`src/hdl/timer_regs.vh`:
```
`ifndef TIMER_REGS_VH
`define TIMER_REGS_VH

// Register offsets on the 5-bit register select
`define OFS_CONTROL       5'h10
`define OFS_VECTOR        5'h11
`define OFS_PRELOAD_NULL  5'h12
`define OFS_PRELOAD_HIGH  5'h13
`define OFS_PRELOAD_MID   5'h14
`define OFS_PRELOAD_LOW   5'h15
`define OFS_COUNT_NULL    5'h16
`define OFS_COUNT_HIGH    5'h17
`define OFS_COUNT_MID     5'h18
`define OFS_COUNT_LOW     5'h19
`define OFS_FLAGS         5'h1a

// Control and flag field positions
`define CTL_ENABLE        0
`define CTL_CLK_LO        1
`define CTL_CLK_HI        2
`define CTL_ZD_ROLL       4
`define CTL_PIN_LO        5
`define CTL_PIN_HI        7
`define FLAG_ZERO         0

// Clock select codes
`define CLK_SYS           2'h0
`define CLK_SYS_GATED     2'h1
`define CLK_TIN_PRESC     2'h2
`define CLK_TIN_DIRECT    2'h3

// Reset and forced values
`define CONTROL_RESET     8'h00
`define VECTOR_RESET      8'h0f
`define PRESC_HALT        5'h1f
`define PRESC_ZERO        5'h00

`endif

```
`src/hdl/tin_sync.v`:
```
`timescale 1ns/1ps
module tin_sync (
    input  wire SYS_CLK,
    input  wire RST_N,
    input  wire PIN_IN,
    output wire LEVEL,
    output wire RISE
);
    reg stage1_ff;
    reg stage2_ff;
    reg stage3_ff;

    // Stage one is read only by stage two
    always @(posedge SYS_CLK) begin
        if (!RST_N) begin
            stage1_ff <= 1'b0;
            stage2_ff <= 1'b0;
            stage3_ff <= 1'b0;
        end else begin
            stage1_ff <= PIN_IN;
            stage2_ff <= stage1_ff;
            stage3_ff <= stage2_ff;
        end
    end

    assign LEVEL = stage2_ff;
    assign RISE  = stage2_ff & ~stage3_ff;
endmodule // tin_sync

```
`src/hdl/prescaled_down_timer.v`:
```
`timescale 1ns/1ps
`include "timer_regs.vh"
module prescaled_down_timer (
    input  wire       SYS_CLK,
    input  wire       RST_N,
    input  wire       CS_N,
    input  wire       READ_WRITE,
    input  wire [4:0] REG_SEL,
    input  wire [7:0] DATA_IN,
    output wire [7:0] DATA_OUT,
    output wire       DATA_OE,
    output wire       TRANSFER_ACK_N,
    input  wire       TIMER_INT_ACK_N,
    input  wire       TIMER_INPUT_PIN,
    output wire       TIMER_OUTPUT_PIN,
    output wire       TIMER_OUTPUT_OE
);
    localparam ST_IDLE = 1'b0;
    localparam ST_ACK  = 1'b1;

    reg        state_ff;
    reg        nxt_state;
    reg [7:0]  control_ff;
    reg [7:0]  vector_ff;
    reg [7:0]  preload_high_ff;
    reg [7:0]  preload_mid_ff;
    reg [7:0]  preload_low_ff;
    reg [23:0] count_ff;
    reg [23:0] nxt_count;
    reg [4:0]  presc_ff;
    reg [4:0]  nxt_presc;
    reg        first_ff;
    reg        zero_flag_ff;
    reg        square_ff;
    reg [7:0]  rdata_ff;
    reg        drive_ff;
    reg        tick;
    reg        zero_hit;
    reg [7:0]  nxt_control;
    reg [7:0]  nxt_vector;
    reg        nxt_first;
    reg        nxt_zero_flag;
    reg        nxt_square;

    wire       tin_level;
    wire       tin_rise;
    wire [1:0] clk_sel   = control_ff[`CTL_CLK_HI:`CTL_CLK_LO];
    wire [2:0] pin_mode  = control_ff[`CTL_PIN_HI:`CTL_PIN_LO];
    wire       int_mode  = pin_mode[2] & pin_mode[0];
    wire       vect_mode = (pin_mode == 3'h5);
    wire       int_req   = int_mode & zero_flag_ff;
    wire       bus_start = (state_ff == ST_IDLE) & ~CS_N;
    wire       ack_start = (state_ff == ST_IDLE) & CS_N & ~TIMER_INT_ACK_N & vect_mode & int_req;
    wire       wr_strobe = bus_start & ~READ_WRITE;
    wire       run;
    wire       square_mode = (pin_mode[2:1] == 2'h1);
    wire       wr_control;
    wire       wr_vector;
    wire       wr_pre_high;
    wire       wr_pre_mid;
    wire       wr_pre_low;
    wire       flag_clear;

    tin_sync u_tin_sync (
        .SYS_CLK (SYS_CLK),
        .RST_N   (RST_N),
        .PIN_IN  (TIMER_INPUT_PIN),
        .LEVEL   (tin_level),
        .RISE    (tin_rise)
    );

    // Gated mode needs the input high as well as the enable bit
    assign run = control_ff[`CTL_ENABLE] &
                 ((clk_sel != `CLK_SYS_GATED) | tin_level);

    function wr_hit;
        input       strobe;
        input [4:0] sel;
        input [4:0] ofs;
        begin
            wr_hit = strobe & (sel == ofs);
        end
    endfunction

    // Bit 3 of control is unused: never stored, always reads zero
    function [7:0] ctl_mask;
        input [7:0] value;
        begin
            ctl_mask = {value[7:4], 1'b0, value[2:0]};
        end
    endfunction

    function [23:0] join_bytes;
        input [7:0] high;
        input [7:0] mid;
        input [7:0] low;
        begin
            join_bytes = {high, mid, low};
        end
    endfunction

    assign wr_control  = wr_hit(wr_strobe, REG_SEL, `OFS_CONTROL);
    assign wr_vector   = wr_hit(wr_strobe, REG_SEL, `OFS_VECTOR);
    assign wr_pre_high = wr_hit(wr_strobe, REG_SEL, `OFS_PRELOAD_HIGH);
    assign wr_pre_mid  = wr_hit(wr_strobe, REG_SEL, `OFS_PRELOAD_MID);
    assign wr_pre_low  = wr_hit(wr_strobe, REG_SEL, `OFS_PRELOAD_LOW);
    assign flag_clear  = wr_hit(wr_strobe, REG_SEL, `OFS_FLAGS) & DATA_IN[`FLAG_ZERO];

    function [7:0] read_mux;
        input [4:0] ofs;
        begin
            case (ofs)
                `OFS_CONTROL:      read_mux = ctl_mask(control_ff);
                `OFS_VECTOR:       read_mux = vector_ff;
                `OFS_PRELOAD_NULL: read_mux = 8'h00;
                `OFS_PRELOAD_HIGH: read_mux = preload_high_ff;
                `OFS_PRELOAD_MID:  read_mux = preload_mid_ff;
                `OFS_PRELOAD_LOW:  read_mux = preload_low_ff;
                `OFS_COUNT_NULL:   read_mux = 8'h00;
                `OFS_COUNT_HIGH:   read_mux = count_ff[23:16];
                `OFS_COUNT_MID:    read_mux = count_ff[15:8];
                `OFS_COUNT_LOW:    read_mux = count_ff[7:0];
                `OFS_FLAGS:        read_mux = {7'h00, zero_flag_ff};
                default:           read_mux = 8'h00;
            endcase
        end
    endfunction

    // Bus cycle: take the access once, hold acknowledge until strobe goes away
    always @* begin
        nxt_state = state_ff;
        case (state_ff)
            ST_IDLE: begin
                if (bus_start | ack_start) begin
                    nxt_state = ST_ACK;
                end
            end
            ST_ACK: begin
                if (CS_N & TIMER_INT_ACK_N) begin
                    nxt_state = ST_IDLE;
                end
            end
            default: nxt_state = ST_IDLE;
        endcase
    end

    always @(posedge SYS_CLK) begin
        if (!RST_N) begin
            state_ff <= ST_IDLE;
            rdata_ff <= 8'h00;
            drive_ff <= 1'b0;
        end else begin
            state_ff <= nxt_state;
            if (ack_start) begin
                rdata_ff <= vector_ff;
                drive_ff <= 1'b1;
            end else if (bus_start) begin
                rdata_ff <= read_mux(REG_SEL);
                drive_ff <= READ_WRITE;
            end else if (nxt_state == ST_IDLE) begin
                drive_ff <= 1'b0;
            end
        end
    end

    assign DATA_OUT       = rdata_ff;
    assign DATA_OE        = drive_ff;
    assign TRANSFER_ACK_N = ~(state_ff == ST_ACK);

    always @* begin
        nxt_control = control_ff;
        nxt_vector  = vector_ff;
        if (wr_control) begin
            nxt_control = ctl_mask(DATA_IN);
        end
        if (wr_vector) begin
            nxt_vector = DATA_IN;
        end
    end

    always @(posedge SYS_CLK) begin
        if (!RST_N) begin
            control_ff <= `CONTROL_RESET;
            vector_ff  <= `VECTOR_RESET;
        end else begin
            control_ff <= nxt_control;
            vector_ff  <= nxt_vector;
        end
    end

    // No reset here: preload bytes survive reset
    always @(posedge SYS_CLK) begin
        if (wr_pre_high) begin
            preload_high_ff <= DATA_IN;
        end
        if (wr_pre_mid) begin
            preload_mid_ff <= DATA_IN;
        end
        if (wr_pre_low) begin
            preload_low_ff <= DATA_IN;
        end
    end

    // Counter clock source and prescaler
    always @* begin
        nxt_presc = presc_ff;
        tick      = 1'b0;
        if (!run) begin
            nxt_presc = `PRESC_HALT;
        end else if (clk_sel == `CLK_TIN_DIRECT) begin
            tick = tin_rise;
        end else if ((clk_sel != `CLK_TIN_PRESC) | tin_rise) begin
            nxt_presc = presc_ff - 5'h01;
            tick      = (presc_ff == `PRESC_ZERO);
        end
    end

    // Load on first tick, then decrement, reload or roll over
    always @* begin
        nxt_count = count_ff;
        zero_hit  = 1'b0;
        if (tick) begin
            if (first_ff) begin
                nxt_count = join_bytes(preload_high_ff, preload_mid_ff, preload_low_ff);
            end else if ((count_ff == 24'h000000) & ~control_ff[`CTL_ZD_ROLL]) begin
                nxt_count = join_bytes(preload_high_ff, preload_mid_ff, preload_low_ff);
            end else begin
                nxt_count = count_ff - 24'h000001;
                zero_hit  = (count_ff == 24'h000001);
            end
        end
    end

    always @(posedge SYS_CLK) begin
        count_ff <= nxt_count;
    end

    // Flag, square wave, first-tick marker; set beats a same-cycle clear
    always @* begin
        nxt_first     = first_ff;
        nxt_zero_flag = zero_flag_ff;
        nxt_square    = square_ff;
        if (!run) begin
            nxt_first     = 1'b1;
            nxt_zero_flag = 1'b0;
            nxt_square    = 1'b1;
        end else begin
            if (tick) begin
                nxt_first = 1'b0;
            end
            if (zero_hit) begin
                nxt_zero_flag = 1'b1;
                nxt_square    = ~square_ff;
            end else if (flag_clear) begin
                nxt_zero_flag = 1'b0;
            end
        end
    end

    always @(posedge SYS_CLK) begin
        if (!RST_N) begin
            presc_ff     <= `PRESC_HALT;
            first_ff     <= 1'b1;
            zero_flag_ff <= 1'b0;
            square_ff    <= 1'b1;
        end else begin
            presc_ff     <= nxt_presc;
            first_ff     <= nxt_first;
            zero_flag_ff <= nxt_zero_flag;
            square_ff    <= nxt_square;
        end
    end

    // Pin use: port input, square wave, or open-drain request
    assign TIMER_OUTPUT_PIN = square_mode ? square_ff : 1'b0;
    assign TIMER_OUTPUT_OE  = square_mode | int_req;
    // Rate limit on the counter clock is the system's to keep
endmodule // prescaled_down_timer

```
`config.mk`:
```
export PLATFORM = sky130hd
export DESIGN_NAME = prescaled_down_timer
export DESIGN_NICKNAME = d
export VERILOG_FILES = /design/src/hdl/tin_sync.v /design/src/hdl/prescaled_down_timer.v
export VERILOG_INCLUDE_DIRS = /design/src /design/src/hdl
export SDC_FILE = /design/constraint.sdc
export NUM_CORES = 1
export LEC_CHECK = 0
export BUFFER_PORTS_ARGS = -buffer_cell sky130_fd_sc_hd__buf_4
export CORE_AREA = 2 2 76 132
export CTS_CLUSTER_DIAMETER = 100
export CTS_CLUSTER_SIZE = 12
export DETAILED_ROUTE_END_ITERATION = 12
export DIE_AREA = 0 0 78 134
export PLACE_DENSITY = 0.68
export REMOVE_ABC_BUFFERS = 1
export SLEW_MARGIN = 20
export SYNTH_ARGS = -nofsm -noshare
export SYNTH_HDL_FRONTEND = slang
export SYNTH_HIERARCHICAL = 1
export SYNTH_SLANG_ARGS = --single-unit
```
`constraint.sdc`:
```
create_clock -name SYS_CLK -period 2.6 [get_ports SYS_CLK]
set_input_delay 0.39 -clock SYS_CLK [delete_from_list [all_inputs] [get_ports SYS_CLK]]
set_output_delay 0.39 -clock SYS_CLK [all_outputs]
set_load 0.02 [all_outputs]
```
-- Yosys cells after proc, flatten, opt, wreduce, memory -nomap -nowiden
Cells that the tools add are included.
- output and inout bits: 12
- logic and storage cells: 91
- flip-flop bits (word level): 84
- bits of input ports: 19
- add/sub/neg operators: 2
- reductions and logical operators: 6
- bitwise logic cells: 31
- equal/unequal tests: 16
- muxes and demuxes: 20
- operator list (cell ; number):
    case mux 8 bit (9 select lines) ; 1
    2-to-1 mux 24 bit ; 2
    equality test 5 bit (second input constant) ; 9
    equality test 24 x 1 -> 1 bit (second input constant) ; 1
    zero test 24 bit ; 1
    subtractor 24 x 1 -> 24 bit (second input constant) ; 1
    bitwise AND 1 bit ; 19
    2-to-1 mux 8 bit ; 2
    2-to-1 mux 1 bit ; 14
    NOT 1 bit ; 8
    zero test 5 bit ; 1
    subtractor 5 x 1 -> 5 bit (second input constant) ; 1
    bitwise OR 1 bit ; 4
    AND reduction 2 bit ; 2
    nonzero test 2 bit ; 2
    equality test 3 bit (second input constant) ; 1
    inequality test 3 x 1 -> 1 bit (second input constant) ; 1
    equality test 2 x 1 -> 1 bit (second input constant) ; 1
    equality test 2 bit (second input constant) ; 1
    inequality test 2 x 1 -> 1 bit (second input constant) ; 1
    inequality test 2 bit (second input constant) ; 1
    case mux 1 bit (2 select lines) ; 1

-- Logic depth before layout (Yosys ltp)
- depth after elaboration: 11
- gate-level depth with buffers: 8
- mapped depth without buffers: 7

-- Hierarchy
Netlist, hierarchy kept.
- by module, submodules not included (module ; area each (um2) ; cells an instance ; times used ; sequential area each (um2)):
    prescaled_down_timer ; 4210.3 ; 431 ; 1 ; 2102.0
    tin_sync ; 92.6 ; 7 ; 1 ; 60.1

-- Worst setup path before layout
Ideal clock, no wire load.
- path type: register to register
- from: register presc_ff[0]
- to: register square_ff
- setup time: 0.135 ns
- period minus slack after synthesis: 2.485 ns
- setup slack: 0.115 ns
- path buffers: 0
- stages on the path, launching flop included: 8
- required time: 2.465 ns
- arrival time: 2.349 ns
- cells stage by stage: dfxtp_1 -> inv_1 -> ha_1 -> nor4b_1 -> o22ai_1 -> nor2_1 -> and4_1 -> o21ai_1
- word-level cells in the longest chain between the ends: 5
- ends and longest elaborated chain (what ; RTL line ; text):
    start: declaration ; prescaled_down_timer.v:30 ; reg [4:0] presc_ff;
    start signal: assignment ; prescaled_down_timer.v:262 ; presc_ff <= `PRESC_HALT;
    start signal: assignment ; prescaled_down_timer.v:267 ; presc_ff <= nxt_presc;
    zero test 5 bit (no line) ; - ;
    2-to-1 mux 1 bit ; prescaled_down_timer.v:212 ; end else if ((clk_sel != `CLK_TIN_PRESC) | tin_rise) begin
    2-to-1 mux 1 bit ; prescaled_down_timer.v:210 ; end else if (clk_sel == `CLK_TIN_DIRECT) begin
    2-to-1 mux 1 bit ; prescaled_down_timer.v:208 ; if (!run) begin
    via tick ; prescaled_down_timer.v:37 ; reg tick;
    2-to-1 mux 1 bit ; prescaled_down_timer.v:222 ; if (tick) begin
    end signal: assignment ; prescaled_down_timer.v:270 ; square_ff <= nxt_square;
    end: declaration ; prescaled_down_timer.v:34 ; reg square_ff;
The timed path passes the listed nets, and every way through them passes these cells.
A chain may end at the register's enable or synchronous reset.

-- Final worst setup path
- from: register count_ff[19]
- to: register count_ff[8] (data pin)
- word-level cells in the longest chain between the ends: 4
- ends and longest elaborated chain (what ; RTL line ; text):
    start: declaration ; prescaled_down_timer.v:28 ; reg [23:0] count_ff;
    start signal: assignment ; prescaled_down_timer.v:235 ; count_ff <= nxt_count;
    zero test 24 bit ; prescaled_down_timer.v:225 ; end else if ((count_ff == 24'h000000) & ~control_ff[`CTL_ZD_ROLL]) begin
    bitwise AND 1 bit ; prescaled_down_timer.v:225 ;
    2-to-1 mux 24 bit ; prescaled_down_timer.v:225 ;
    2-to-1 mux 24 bit ; prescaled_down_timer.v:223 ; if (first_ff) begin
No other way between the ends.

==> flow_summary.toml <==
[cts]
cts_setup_buffers = 0
clock-root-buffer = "clkbuf_16"
cts_buffers = 9
clock_path_buffers = 2
hold_buffers = 0
insertion_delay_ps = 340
cts_tree = "yes"
clock_sinks = 84
cts_resized = 0
cts_max_level = 3
cts.clk_slew.worst_paths_ps = 60

[global_route]
grt_pass1_vias = 3696
globalRouteOverflowTotal = 0
antenna_found_initial = 0
grt_pass1_wl_microns = 19870
grt.total_usage_pct = 25.10
grt_max_degree = 46

[die]
ioPinCount = 31
die_area_sq_um = 10450
rows = 47
initial_core_util_pct = 45.73
core_area_sq_um = 9409
die_y_microns = 134
fp.dieW_microns = 78

[cells_and_area]
nets = 505
fin_area_sq_um = 5039
final_util_pct = 53.55
final_cell_mix = "68 x nand2_1, 52 x buf_4, 48 x edfxtp_1"
drive_gt1_share_pct = 16.70
layoutNonFillerInstCount = 607
final.fill_count = 869
final_common_cell = "nand2_1"
insertedDiodeCount = 0
synthToLayoutAreaGrowth_pct = 17.10

[sta]
fmax_mhz = 401.3
setup_ws_ps = 108.0
rsz0062_at_grt = "false"
hold_violations = 0
fin_worst_skew_ps = 6.838
slew_violations = 0
relSlewSlack_pct = 53.12
worst_pin_slew_ps = 696.8
fin_crit_sh_pct = 95.85
period_needed_ps = 2492
finalSetupViolations = 0

[critical_path]
path_cells = "or4_1 -> or3_1 -> o31ai_4 -> buf_12 -> a21oi_1 -> a21o_1"
crit_fanout = 45
r2r-end = "count_ff[8]$_DFFE_PP_"
cp-end-kind = "flop"
worstRegToRegCells = 6
worstReg2RegStart = "count_ff[19]$_DFFE_PP_"
crit_required_ps = 2700
r2r_setup_slack_ps = 110
cpPeakStageDelay_ps = 550
cp_top_family = "simple AND/OR/NAND/NOR gates"
critPathArrivalTime_ps = 2590
cp_num_buf_inv = 1
crit_type = "reg -> reg"
start_kind = "flop"
slowest_stage = "or4_1"

[routing]
vias_per_cell = 6.084
dr.pass1.iters = 5
num_vias = 3693
drc_errors = 0
routedWlPerCell_microns = 20.80
ant_nets = 0
drt_wl_total_microns = 12630
drt-initial-drc-count = 434

[power_and_ir_drop]
p_sw_uw = 610.7
seqPwrFrac_pct = 51.5
intPower_mw = 2.126
power_leakage_nw = 1.877
ir_drop_uv = 487.3
p_total_mw = 2.737
power.share.clock_pct = 43.8
p_comb_share_pct = 4.8
switching_share_pct = 22.32
p_per_area_nw_per_um2 = 543.2

[logic_synthesis]
ys.warnings.count = 6
synth_area_leader_cell = "edfxtp_1"
synth_edf_count = 48
syn_area_sq_um = 4303
synth_seq_cells = 84
synthTopCellsByArea = "edfxtp_1 33%, dfxtp_1 17%, nand2_1 5.9%"
yosysSeqAreaShare_pct = 50.25
async_reset_ff_share_pct = 0
syn_inst = 438
avgSynthCellArea_sq_um = 9.824
synth_top_area_share_pct = 33.50
ys_types = 58
ys.flop_type = "edfxtp_1"

[run]
maxCapViolations = 0

[place]
hpwl_microns = 9623
dp_slack_ps = 138.4
place_congestion = 0.9637
port_buffers = 30
place_inst = 592
placed_cell_area_sq_um = 4762

[worst_hold_path]
whs_endpoint = "u_tin_sync/stage1_ff$_SDFF_PN0_"
hold_start = "TIMER_INPUT_PIN"
hold_path_depth = 2
hold_path.class = "in -> reg"

[run_status]
outcome = "finished clean"
-- sequential cells by signal (all words and copies together) (netlist names) --
name and cells:
DATA_OE 1, first_ff 1, control_ff 7, u_tin_sync/stage3_ff 1
preload_mid_ff 8, u_tin_sync/stage1_ff 1, count_ff 24, preload_high_ff 8
presc_ff 5, square_ff 1, state_ff 1, u_tin_sync/LEVEL 1
DATA_OUT 8, vector_ff 8, zero_flag_ff 1, preload_low_ff 8
-- power by group through the flow --
stage / Combinational (mW) / Clock, mW / Sequential, mW
after floorplan: 0.0515 / 0 / 1.44
after detailed placement: 0.128 / 0 / 1.44
final: 0.130 / 1.20 / 1.41
after global routing: 0.138 / 1.26 / 1.41
after global placement: 0.127 / 0 / 1.44
after CTS: 0.129 / 1.21 / 1.41
-- per-stage QoR --
step                      TNS [ps]  hold WS [ps]
final                            0         262.2
after global routing             0         254.8
after CTS                        0         249.4
after detailed placement         0         417.7
after global placement           0         420.7
after floorplan              -3207         405.7
-- worst register-to-register path, stage by stage, from the launching register on --
cell      delay [ps]
edfxtp_1         430
or4_1            550
or3_1            460
o31ai_4          330
buf_12           240
a21oi_1           70
a21o_1           160
-- cells in the mapped netlist, drive strengths merged, types with 4 or more instances --
library cell / n
xor2: 5
nor3: 13
and2: 5
dfxtp: 36
o22ai: 5
ha: 5
edfxtp: 48
nor4: 7
a21oi: 20
nor3b: 6
nor2: 30
nor2b: 5
nand2: 68
nor4b: 7
inv: 11
clkbuf: 14
nand3: 15
a31oi: 4
o21ai: 32
or4: 4
a22oi: 6
nand2b: 5
and3: 10
xnor2: 17
buf: 7
mux2i: 12
-- cell type report --
| class | count | area, sq um | share of cell area (%) |
|---|---|---|---|
| Clock buffer | 10 | 239.0 | 4.743 |
| Multi-Input combinational cell | 321 | 1992 | 39.53 |
| Clock inverter | 5 | 37.54 | 0.7450 |
| Tap cell | 122 | 152.6 | 3.030 |
| Timing Repair Buffer | 53 | 410.4 | 8.145 |
| Inverter | 12 | 45.04 | 0.8940 |
| Sequential cell | 84 | 2162 | 42.91 |
-- worst max path at each step --
| stage | start | to | slack (ps) | depth (start not counted) |
|---|---|---|---|---|
| 3_3_place_gp | count_ff[19]$_DFFE_PP_ | count_ff[8]$_DFFE_PP_ | 190 | 6 |
| 2_1_floorplan | count_ff[19]$_DFFE_PP_ | count_ff[8]$_DFFE_PP_ | -170 | 5 |
| 3_5_place_dp | count_ff[18]$_DFFE_PP_ | count_ff[8]$_DFFE_PP_ | 140 | 6 |
| 5_1_grt | count_ff[19]$_DFFE_PP_ | count_ff[21]$_DFFE_PP_ | 40 | 6 |
| 4_1_cts | count_ff[19]$_DFFE_PP_ | count_ff[8]$_DFFE_PP_ | 120 | 6 |
| 6_report | count_ff[19]$_DFFE_PP_ | count_ff[8]$_DFFE_PP_ | 110 | 6 |
-- metal layers --
layer  global-route usage [%]  wire length (microns)  up-vias
met3                    4.576                    654       41
li1                         -                      -     1698
met2                    46.26                   6851      159
met4                    11.99                    539        0
met1                    27.20                   4580     1795
met5                        0                      0        -
-- kinds of logic (layout without fill, tap and decap cells) --
logic type / count (synthesis) / in the layout / share of synthesized area (%)
xor+xnor: 22 / 22 / 4.478
mux: 18 / 18 / 5.147
buf+inv: 33 / 80 / 3.518
fa+ha+maj: 5 / 5 / 1.454
compound gates: 88 / 88 / 12.97
simple gates: 188 / 188 / 22.19
flops: 84 / 84 / 50.25
Note: power is estimated with default switching activity, not from simulation.
